## config.mk

```make
export PLATFORM = sky130hd
export DESIGN_NAME = erbp_top
export DESIGN_NICKNAME = d
export VERILOG_FILES = /design/src/erbp_pkg.sv /design/src/erbp_top.sv
export SDC_FILE = /design/constraint.sdc
export NUM_CORES = 1
export LEC_CHECK = 0
export BUFFER_PORTS_ARGS = -buffer_cell sky130_fd_sc_hd__buf_2
export CORE_UTILIZATION = 45
export CTS_CLUSTER_SIZE = 8
export DETAILED_ROUTE_END_ITERATION = 12
export PLACE_DENSITY = 0.67
export REMOVE_ABC_BUFFERS = 1
export SYNTH_ARGS = -nofsm -noshare
export SYNTH_HDL_FRONTEND = slang
export SYNTH_SLANG_ARGS = --single-unit
```

## constraint.sdc

```tcl
create_clock -name core_clk_i -period 8.5 [get_ports core_clk_i]
set_input_delay 0.85 -clock core_clk_i [delete_from_list [all_inputs] [get_ports core_clk_i]]
set_output_delay 0.85 -clock core_clk_i [all_outputs]
set_load 0.03 [all_outputs]
```

## src/erbp_pkg.sv

```systemverilog
// Constants and types for the external register bus port
package erbp_pkg;
	localparam int          DATA_W         = 16;
	localparam int          ADDR_W         = 3;
	localparam int          HALF_W         = 8;
	localparam logic [2:0]  RESERVED_SLOT  = 3'h7;

	localparam logic [7:0]  OFF_CTRL       = 8'h00;
	localparam logic [7:0]  OFF_XCMD       = 8'h04;
	localparam logic [7:0]  OFF_XWDATA     = 8'h08;
	localparam logic [7:0]  OFF_XRDATA     = 8'h0C;
	localparam logic [7:0]  OFF_STATUS     = 8'h10;
	localparam logic [7:0]  OFF_GPDIR      = 8'h14;
	localparam logic [7:0]  OFF_GPOUT      = 8'h18;
	localparam logic [7:0]  OFF_GPIN       = 8'h1C;
	localparam logic [7:0]  OFF_SPCFG      = 8'h20;

	// Control register bits
	localparam int          CB_IWS         = 0;
	localparam int          CB_WAITFN      = 1;
	localparam int          CB_GPEN        = 2;
	localparam int          CB_OD          = 3;
	localparam int          CB_HISEL       = 4;
	localparam int          CB_P2DIR       = 5;
	localparam int          CB_P2OUT       = 6;
	localparam int          CTRL_W         = 7;
	localparam logic [6:0]  CTRL_RST       = 7'h00;

	// Command register fields
	localparam int          XC_ADDR_LSB    = 0;
	localparam int          XC_RD          = 3;
	localparam int          XC_INT         = 4;

	// Status register bits
	localparam int          SB_BUSY        = 0;
	localparam int          SB_REFUSED     = 1;

	localparam logic [15:0] HALF_RST       = 16'h0000;
	localparam logic [31:0] WORD_ZERO      = 32'h0000_0000;

	typedef enum logic [3:0] {
		ST_IDLE = 4'b0001,
		ST_INT  = 4'b0010,
		ST_ACC  = 4'b0100,
		ST_IWS  = 4'b1000
	} erbp_state_t;
endpackage : erbp_pkg

```

## src/erbp_top.sv

```systemverilog
// External register bus port with shared general-purpose port, APB register access
//
// Design decisions made here: the APB register port and the register offsets.
`timescale 1ns/1ps
module erbp_top
	import erbp_pkg::*;
(
	input  wire logic              core_clk_i,
	input  wire logic              arst_n_i,
	input  wire logic [7:0]        paddr_i,
	input  wire logic              psel_i,
	input  wire logic              penable_i,
	input  wire logic              pwrite_i,
	input  wire logic [31:0]       pwdata_i,
	output logic      [31:0]       prdata_o,
	output logic                   pready_o,
	output logic                   pslverr_o,
	output logic      [2:0]        ext_reg_addr_o,
	input  wire logic [15:0]       ext_data_lines_i,
	output logic      [15:0]       ext_data_lines_o,
	output logic      [15:0]       ext_data_lines_oe_o,
	output logic                   transfer_strobe_n_o,
	output logic                   rd_wr_sel_o,
	input  wire logic              third_gp_port_wait_i,
	output logic                   third_gp_port_wait_o,
	output logic                   third_gp_port_wait_oe_o
);
	logic              rst_s1_reg;
	logic              rst_n;

	always_ff @(posedge core_clk_i or negedge arst_n_i) begin
		if (!arst_n_i) begin
			rst_s1_reg <= 1'b0;
			rst_n      <= 1'b0;
		end else begin
			rst_s1_reg <= 1'b1;
			rst_n      <= rst_s1_reg;
		end
	end

	function automatic logic [15:0] od_oe(input logic [15:0] dir, input logic [15:0] val,
		input logic od);
		od_oe = od ? (dir & ~val) : dir;
	endfunction : od_oe

	function automatic logic [15:0] od_val(input logic [15:0] val, input logic od);
		od_val = od ? HALF_RST : val;
	endfunction : od_val

	// Configuration and command registers
	logic [CTRL_W-1:0] ctrl_reg, ctrl_next;
	logic [15:0]       gp_dir_reg, gp_dir_next;
	logic [15:0]       gp_out_reg, gp_out_next;
	logic [15:0]       sp_cfg_reg, sp_cfg_next;
	logic [15:0]       wdata_reg, wdata_next;
	logic [15:0]       rdata_reg, rdata_next;
	logic [2:0]        xaddr_reg, xaddr_next;
	logic              xrd_reg, xrd_next;
	logic              refused_reg, refused_next;
	erbp_state_t       state_reg, state_next;
	logic              pready_reg;
	logic              pslverr_reg, pslverr_next;
	logic [31:0]       prdata_reg, prdata_next;

	logic              wr_go;
	logic              cmd_wr;
	logic              cmd_ok;
	logic              cmd_int;
	logic [2:0]        cmd_addr;
	logic              wait_act;
	logic              busy;
	logic              mapped;
	logic              cmd_bad;

	assign wr_go    = psel_i & penable_i & pready_reg & pwrite_i & ~pslverr_reg;
	assign cmd_addr = pwdata_i[XC_ADDR_LSB +: ADDR_W];
	assign cmd_int  = pwdata_i[XC_INT];
	assign busy     = (state_reg != ST_IDLE);
	assign cmd_wr   = wr_go & (paddr_i == OFF_XCMD);
	assign cmd_ok   = ~busy & (cmd_int | (cmd_addr != RESERVED_SLOT));
	// Refused command reaches its access edge with the error already raised
	assign cmd_bad  = psel_i & penable_i & pready_reg & pwrite_i & pslverr_reg
		& (paddr_i == OFF_XCMD);
	// Wait pin only counts while its function owns the shared pin
	assign wait_act = ctrl_reg[CB_WAITFN] & third_gp_port_wait_i;

	always_comb begin
		ctrl_next    = ctrl_reg;
		gp_dir_next  = gp_dir_reg;
		gp_out_next  = gp_out_reg;
		sp_cfg_next  = sp_cfg_reg;
		wdata_next   = wdata_reg;
		refused_next = refused_reg;
		if (wr_go) begin
			unique case (paddr_i)
				OFF_CTRL:   ctrl_next   = pwdata_i[CTRL_W-1:0];
				OFF_XWDATA: wdata_next  = pwdata_i[DATA_W-1:0];
				OFF_GPDIR:  gp_dir_next = pwdata_i[DATA_W-1:0];
				OFF_GPOUT:  gp_out_next = pwdata_i[DATA_W-1:0];
				OFF_SPCFG:  sp_cfg_next = pwdata_i[DATA_W-1:0];
				OFF_STATUS: refused_next = refused_reg & ~pwdata_i[SB_REFUSED];
				default:    ctrl_next   = ctrl_reg;
			endcase
		end
		if (cmd_bad) begin
			refused_next = 1'b1;
		end
	end

	always_ff @(posedge core_clk_i or negedge rst_n) begin
		if (!rst_n) begin
			ctrl_reg    <= CTRL_RST;
			gp_dir_reg  <= HALF_RST;
			gp_out_reg  <= HALF_RST;
			sp_cfg_reg  <= HALF_RST;
			wdata_reg   <= HALF_RST;
			refused_reg <= 1'b0;
		end else begin
			ctrl_reg    <= ctrl_next;
			gp_dir_reg  <= gp_dir_next;
			gp_out_reg  <= gp_out_next;
			sp_cfg_reg  <= sp_cfg_next;
			wdata_reg   <= wdata_next;
			refused_reg <= refused_next;
		end
	end

	// Transfer sequencer
	always_comb begin
		state_next = state_reg;
		xaddr_next = xaddr_reg;
		xrd_next   = xrd_reg;
		rdata_next = rdata_reg;
		unique case (state_reg)
			ST_IDLE: begin
				if (cmd_wr & cmd_ok) begin
					xaddr_next = cmd_addr;
					xrd_next   = pwdata_i[XC_RD];
					state_next = cmd_int ? ST_INT : ST_ACC;
				end
			end
			ST_INT: state_next = ST_IDLE;
			ST_ACC: begin
				if (ctrl_reg[CB_IWS]) begin
					state_next = ST_IWS;
				end else if (!wait_act) begin
					state_next = ST_IDLE;
					if (xrd_reg) begin
						rdata_next = ext_data_lines_i;
					end
				end
			end
			ST_IWS: begin
				if (!wait_act) begin
					state_next = ST_IDLE;
					if (xrd_reg) begin
						rdata_next = ext_data_lines_i;
					end
				end
			end
		endcase
	end

	always_ff @(posedge core_clk_i or negedge rst_n) begin
		if (!rst_n) begin
			state_reg <= ST_IDLE;
			xaddr_reg <= 3'h0;
			xrd_reg   <= 1'b1;
			rdata_reg <= HALF_RST;
		end else begin
			state_reg <= state_next;
			xaddr_reg <= xaddr_next;
			xrd_reg   <= xrd_next;
			rdata_reg <= rdata_next;
		end
	end

	// Pin drivers, computed from next values so outputs track state
	logic        ext_next;
	logic        strobe_n_next;
	logic        rw_next;
	logic [15:0] pdir;
	logic [15:0] pout;
	logic [15:0] pen;
	logic [15:0] ed_o_next;
	logic [15:0] ed_oe_next;
	logic        p2_o_next;
	logic        p2_oe_next;

	always_comb begin
		ext_next      = (state_next == ST_ACC) | (state_next == ST_IWS);
		strobe_n_next = ~ext_next;
		rw_next       = ext_next ? xrd_next : 1'b1;
		pdir          = gp_dir_next;
		pout          = gp_out_next;
		pen           = {DATA_W{ctrl_next[CB_GPEN]}};
		if (ctrl_next[CB_HISEL]) begin
			pdir[DATA_W-1:HALF_W] = sp_cfg_next[HALF_W-1:0];
			pout[DATA_W-1:HALF_W] = sp_cfg_next[DATA_W-1:HALF_W];
			pen[DATA_W-1:HALF_W]  = {HALF_W{1'b1}};
		end
		ed_oe_next = od_oe(pdir & pen, pout, ctrl_next[CB_OD]);
		ed_o_next  = od_val(pout, ctrl_next[CB_OD]) & ed_oe_next;
		if (ext_next & ~xrd_next) begin
			ed_oe_next = {DATA_W{1'b1}};
			ed_o_next  = wdata_next;
		end else if (ext_next) begin
			ed_oe_next = HALF_RST;
			ed_o_next  = HALF_RST;
		end
		p2_oe_next = 1'b0;
		p2_o_next  = 1'b0;
		if (!ctrl_next[CB_WAITFN]) begin
			p2_oe_next = ctrl_next[CB_P2DIR] & ~(ctrl_next[CB_OD] & ctrl_next[CB_P2OUT]);
			p2_o_next  = ctrl_next[CB_P2OUT] & ~ctrl_next[CB_OD] & p2_oe_next;
		end
	end

	always_ff @(posedge core_clk_i or negedge rst_n) begin
		if (!rst_n) begin
			ext_reg_addr_o          <= 3'h0;
			transfer_strobe_n_o     <= 1'b1;
			rd_wr_sel_o             <= 1'b1;
			ext_data_lines_o        <= HALF_RST;
			ext_data_lines_oe_o     <= HALF_RST;
			third_gp_port_wait_o    <= 1'b0;
			third_gp_port_wait_oe_o <= 1'b0;
		end else begin
			ext_reg_addr_o          <= xaddr_next;
			transfer_strobe_n_o     <= strobe_n_next;
			rd_wr_sel_o             <= rw_next;
			ext_data_lines_o        <= ed_o_next;
			ext_data_lines_oe_o     <= ed_oe_next;
			third_gp_port_wait_o    <= p2_o_next;
			third_gp_port_wait_oe_o <= p2_oe_next;
		end
	end

	// APB answer, prepared in the setup cycle
	always_comb begin
		mapped = 1'b1;
		prdata_next = WORD_ZERO;
		unique case (paddr_i)
			OFF_CTRL:   prdata_next[CTRL_W-1:0] = ctrl_reg;
			OFF_XCMD:   prdata_next[XC_INT:0]   = {state_reg == ST_INT, xrd_reg, xaddr_reg};
			OFF_XWDATA: prdata_next[DATA_W-1:0] = wdata_reg;
			OFF_XRDATA: prdata_next[DATA_W-1:0] = rdata_reg;
			OFF_STATUS: prdata_next[SB_REFUSED:0] = {refused_reg, busy};
			OFF_GPDIR:  prdata_next[DATA_W-1:0] = gp_dir_reg;
			OFF_GPOUT:  prdata_next[DATA_W-1:0] = gp_out_reg;
			OFF_GPIN:   prdata_next[DATA_W:0]   = {third_gp_port_wait_i, ext_data_lines_i};
			OFF_SPCFG:  prdata_next[DATA_W-1:0] = sp_cfg_reg;
			default:    mapped = 1'b0;
		endcase
		if (!(psel_i & ~penable_i)) begin
			prdata_next = prdata_reg;
		end
		pslverr_next = pslverr_reg;
		if (psel_i & ~penable_i) begin
			pslverr_next = ~mapped | (pwrite_i & (paddr_i == OFF_XCMD) & ~cmd_ok);
		end
	end

	always_ff @(posedge core_clk_i or negedge rst_n) begin
		if (!rst_n) begin
			pready_reg  <= 1'b0;
			pslverr_reg <= 1'b0;
			prdata_reg  <= WORD_ZERO;
		end else begin
			pready_reg  <= 1'b1;
			pslverr_reg <= pslverr_next;
			prdata_reg  <= prdata_next;
		end
	end

	assign prdata_o  = prdata_reg;
	assign pready_o  = pready_reg;
	assign pslverr_o = pslverr_reg;

	// Checks
	addr_on_start_a: assert property (@(posedge core_clk_i) disable iff (!rst_n)
		(state_reg == ST_IDLE) && cmd_wr && cmd_ok |=> ext_reg_addr_o == $past(cmd_addr))
		else $error("address not driven for access");
	reserved_slot_a: assert property (@(posedge core_clk_i) disable iff (!rst_n)
		!transfer_strobe_n_o |-> ext_reg_addr_o != RESERVED_SLOT)
		else $error("strobe on reserved slot");
	bus_float_a: assert property (@(posedge core_clk_i) disable iff (!rst_n)
		(ext_data_lines_oe_o != HALF_RST) |->
		(!transfer_strobe_n_o && !rd_wr_sel_o) || ctrl_reg[CB_GPEN] || ctrl_reg[CB_HISEL])
		else $error("data lines driven without cause");
	strobe_internal_a: assert property (@(posedge core_clk_i) disable iff (!rst_n)
		state_reg == ST_INT |-> transfer_strobe_n_o && $stable(transfer_strobe_n_o))
		else $error("strobe active on internal access");
	write_data_a: assert property (@(posedge core_clk_i) disable iff (!rst_n)
		!transfer_strobe_n_o && !rd_wr_sel_o |->
		ext_data_lines_oe_o == {DATA_W{1'b1}} && ext_data_lines_o == wdata_reg)
		else $error("write data not valid");
	wait_extends_a: assert property (@(posedge core_clk_i) disable iff (!rst_n)
		state_reg == ST_IWS && wait_act |=> !transfer_strobe_n_o)
		else $error("wait not honoured");
	one_iws_a: assert property (@(posedge core_clk_i) disable iff (!rst_n)
		$fell(transfer_strobe_n_o) && ctrl_reg[CB_IWS] ##1 !wait_act
		|-> !transfer_strobe_n_o ##1 transfer_strobe_n_o)
		else $error("internal wait state count wrong");
	wait_pin_owner_a: assert property (@(posedge core_clk_i) disable iff (!rst_n)
		ctrl_reg[CB_WAITFN] |-> !third_gp_port_wait_oe_o)
		else $error("port drives shared wait pin");
	open_drain_a: assert property (@(posedge core_clk_i) disable iff (!rst_n)
		ctrl_reg[CB_OD] && transfer_strobe_n_o |-> (ext_data_lines_o & ext_data_lines_oe_o) == 0)
		else $error("open drain drives high");
	read_capture_a: assert property (@(posedge core_clk_i) disable iff (!rst_n)
		!transfer_strobe_n_o && rd_wr_sel_o && !wait_act && !(state_reg == ST_ACC && ctrl_reg[CB_IWS])
		|=> transfer_strobe_n_o && rdata_reg == $past(ext_data_lines_i))
		else $error("read data not captured");
	refused_set_a: assert property (@(posedge core_clk_i) disable iff (!rst_n)
		cmd_bad |=> refused_reg)
		else $error("refused command not flagged");
	strobe_external_a: assert property (@(posedge core_clk_i) disable iff (!rst_n)
		!transfer_strobe_n_o |-> (state_reg == ST_ACC) || (state_reg == ST_IWS))
		else $error("strobe active outside external transfer");
	read_float_a: assert property (@(posedge core_clk_i) disable iff (!rst_n)
		!transfer_strobe_n_o && rd_wr_sel_o |-> ext_data_lines_oe_o == HALF_RST)
		else $error("data lines driven during read");
	addr_hold_a: assert property (@(posedge core_clk_i) disable iff (!rst_n)
		!transfer_strobe_n_o && !$fell(transfer_strobe_n_o) |-> $stable(ext_reg_addr_o))
		else $error("address moved during transfer");
	rw_hold_a: assert property (@(posedge core_clk_i) disable iff (!rst_n)
		!transfer_strobe_n_o && !$past(transfer_strobe_n_o) |-> $stable(rd_wr_sel_o))
		else $error("direction moved during transfer");
	wait_hold_a: assert property (@(posedge core_clk_i) disable iff (!rst_n)
		state_reg == ST_ACC && !ctrl_reg[CB_IWS] && wait_act |=> !transfer_strobe_n_o)
		else $error("wait not honoured in access");
	wait_fn_off_a: assert property (@(posedge core_clk_i) disable iff (!rst_n)
		state_reg == ST_ACC && !ctrl_reg[CB_IWS] && !ctrl_reg[CB_WAITFN] |=> transfer_strobe_n_o)
		else $error("wait pin obeyed while port owns it");
	gp_enable_a: assert property (@(posedge core_clk_i) disable iff (!rst_n)
		ctrl_reg[CB_GPEN] && !ctrl_reg[CB_OD] && !ctrl_reg[CB_HISEL] && transfer_strobe_n_o |->
		ext_data_lines_oe_o == gp_dir_reg && ext_data_lines_o == (gp_out_reg & gp_dir_reg))
		else $error("port config not on pins");
	upper_byte_a: assert property (@(posedge core_clk_i) disable iff (!rst_n)
		ctrl_reg[CB_HISEL] && !ctrl_reg[CB_OD] && transfer_strobe_n_o |->
		ext_data_lines_oe_o[DATA_W-1:HALF_W] == sp_cfg_reg[HALF_W-1:0])
		else $error("upper byte not second port");

	ext_write_c: cover property (@(posedge core_clk_i) disable iff (!rst_n)
		$fell(transfer_strobe_n_o) && !rd_wr_sel_o);
	ext_read_wait_c: cover property (@(posedge core_clk_i) disable iff (!rst_n)
		!transfer_strobe_n_o && rd_wr_sel_o && wait_act ##1 !transfer_strobe_n_o);
	int_access_c: cover property (@(posedge core_clk_i) disable iff (!rst_n)
		state_reg == ST_INT);
	refused_c: cover property (@(posedge core_clk_i) disable iff (!rst_n)
		$rose(refused_reg));
	iws_wait_c: cover property (@(posedge core_clk_i) disable iff (!rst_n)
		state_reg == ST_IWS && wait_act ##1 state_reg == ST_IWS);
endmodule : erbp_top

```

==> impl_results.md <==
- Synth Area in Simple Gates: 9.720%
- Max Fclk: 263.1 MHz
- Wirelength per Cell: 21.31 um
- TritonCTS clock tree: yes
- HPWL after DPL: 13710 um
- Register area share after synthesis: 52.25%
- Max FFs per register: 17
- Largest net degree at the start of global routing: 79
- Top delay family on crit path: simple AND/OR/NAND/NOR gates
- DRT iter0 DRCs: 449
- CTS Hold Buffers Added: 0
- YS warnings: 0
- Synth Area in Compound Gates: 16.61%
- WP data arrival: 4.08 ns
- Via count: 5698
- Routed vias/inst: 5.856
- Post-Synth Adder-Cell Area: 0%
- Nets@finish: 807
- Finished Cell Area: 8601 um^2
- Hold Path Class: in2async
- Worst-Margin Slew: 1.171 ns
- Hold slack final: 0.2026 ns
- Routability Congestion: 0.8997
- Post-CTS setup buffers: 0
- Worst slack, placed: 4.298 ns
- Final Hold Fails: 0
- Maximum clock insertion buffer count: 2
- Footprint of the multi-input gates: 3138 um^2
- Number of fill cells: 1427
- Distinct cells, synth: 59
- EDFF count, synth: 0
- Root Driver: clkbuf_16
- Largest family of logic cells by synthesized area: compound AO/OA/AOI/OAI gates
- CP max-delay cell: mux2i_2
- Setup slack after layout: 4.698 ns
- Final Cycle Share: 44.72%
- First-pass GRT wire length: 31970 um
- Syn_area_per_cell: 11.31 um^2
- Type of destination of the critical path: register
- ANT cells: 0
- Port Buffers: 103
- RSZ-0062 raised after global routing: no
- Ys flop type: dfrtp_1
- Critical path data required time: 8.78 ns
- Setup TNS Final: 0 ns
- Clock skew: 0.01085 ns
- Final slew viol count: 0
- Post-synth ARST share: 100.0%
- Final WL: 20740 um
- Non-filler cells, final: 973
- Inst Count DP: 942
- Synth Area in XOR/XNOR: 0.1194%
- GRT Resource Usage Total: 25.84%
- Residual DRC: 0
- Area growth syn-to-layout: 17.22%
- I/O pin count: 135
- Die X: 129.7 um
- Crit path time final: 3.802 ns
- CTS Sinks: 153
- Critical Path Start Type: primary input
- Worst VDD drop: 0.0001509 V
- Worst Setup Path Type: in2reg
- Share of the synthesized area in the top cell type: 50.82%
- CTS buffer count: 17
- Post-Syn Area: 7337 um^2
- Largest cells by area after synthesis: dfrtp_1 (51%), mux2_2 (10%), mux2i_1 (4.9%)
- Post-CTS Resized: 0
- Setup violators final: 0
- Clock transition at the registers of the reported paths: 0.06 ns
- Initial Utilization: 46.19%
- Area after DPL: 8016 um^2
- Synth Register Bits: 153
- Antenna-violating nets left: 0
- Register area: 3837 um^2
- Synth area leader: dfrtp_1
- Post-synthesis mux area share: 15.19%
- Power per Cell Area: 180.7 nW/um^2
- Die ar.: 16820 um^2
- Mapped Cells: 649
- Worst-Skew Late Latency: 0.43 ns
- Leak Pwr: 0.004379 uW
- Relative slew slack: 21.76%
- Largest stage delay, worst path: 0.97 ns
- CP max FO: 17
- Share of post-route cells with drive strength above 1: 31.97%
- Worst path bufs/invs: 1
- DIE HEIGHT: 129.7 um
- Status: finished, final reports clean
- Row count: 46
- Initial antenna violation count: 0
- Vias in the first global route: 5853
- Grt total ovfl: 0
- H-tree depth: 4
- CP Cell Sequence: buf_2 > or4_1 > nor4_4 > mux2i_2 > or3_1 > o211ai_1 > o32ai_1
- Router iterations before antenna repair: 7
- Core area: 15890 um^2
- Max-Cap Viols: 0
metal layers:
metal  vias to the layer above  track usage [%]  part of all wire [%]
met1                      2825            32.19                    40
met4                         0            12.52                   3.0
met5                         -                0                     0
li1                       2551                -                     -
met2                       264            42.97                    49
met3                        58            5.494                   7.3
cells in the mapped netlist, types with 12 or more instances:
cell type  instances
buf_4             16
dfrtp_1          149
clkbuf_1          31
mux2_2            67
a22o_1            12
a221oi_1          12
nor2_1            32
nand2_1           41
o21ai_0           40
mux2i_1           36
inv_1             37
through the flow:
step / power (uW) / utilization (%)
after detailed placement: 820.2 / 50.46
after global placement: 818.5 / 50.46
after global routing: 1601 / 54.14
final: 1554 / 54.14
after floorplan: 783.9 / -
after CTS: 1567 / 54.14
worst register-to-register path: stages, from the launching register on:
cell and delay [ns]:
dfrtp_1 0.49, or4b_1 0.60, a31oi_1 0.28, nand3_1 0.39, mux2_2 0.52, or2_2 0.56, o21ai_0 0.31
layout make-up:
| class | instances | area share, % |
|---|---|---|
| flip-flops and latches | 153 | 44.62 |
| multi-input cells | 417 | 36.49 |
| repair buffers | 118 | 7.303 |
| clock buffers | 25 | 5.761 |
| well taps | 216 | 3.142 |
| inverters | 38 | 1.658 |
| clock inverters | 6 | 1.033 |
cells by family (layout without fill, tap and decap cells):
family                 after synthesis  after routing
buffers and inverters               94            187
multiplexers                       103            103
flip-flops                         153            153
XOR/XNOR                             1              1
other                                2             17
AO/OA/AOI/OAI                      165            165
AND/OR/NAND/NOR                    131            131
where the power goes:
part	switching, uW	internal, uW	leakage, uW
clock network	285	462	0.000280
logic	48.0	16.5	0.00199
registers	11.0	732	0.00211
path summary, 6_finish.rpt:
| path | startpoint | endpoint | slack [ns] | cells after the start |
|---|---|---|---|---|
| worst max-delay path | paddr_i[3] | ext_data_lines_o[10] | 4.70 | 7 |
| worst min-delay path | arst_n_i | rst_n | 0.20 | 1 |
| worst max register to register | state_reg[2] | ext_data_lines_oe_o[10] | 5.16 | 6 |
| worst min register to register | rst_s1_reg | rst_n | 0.35 | 0 |
| max in group asynchronous | rst_n | rdata_reg[8] | 6.51 | 1 |
| min in group core_clk_i | rst_s1_reg | rst_n | 0.35 | 0 |
layout by cell type, fill, tap and decap left out, drive strengths merged, types with 10 or more instances in the layout:
cell type	Yosys	routed
inv	37	37
a21oi	11	11
a221oi	12	12
dfrtp	149	149
a21o	11	11
a22o	12	12
buf	25	118
nand2	41	41
mux2i	36	36
conb	2	17
nor2	32	32
o21ai	42	42
clkbuf	31	25
nor3b	10	10
mux2	67	67
(Power assumes the default switching activity.)
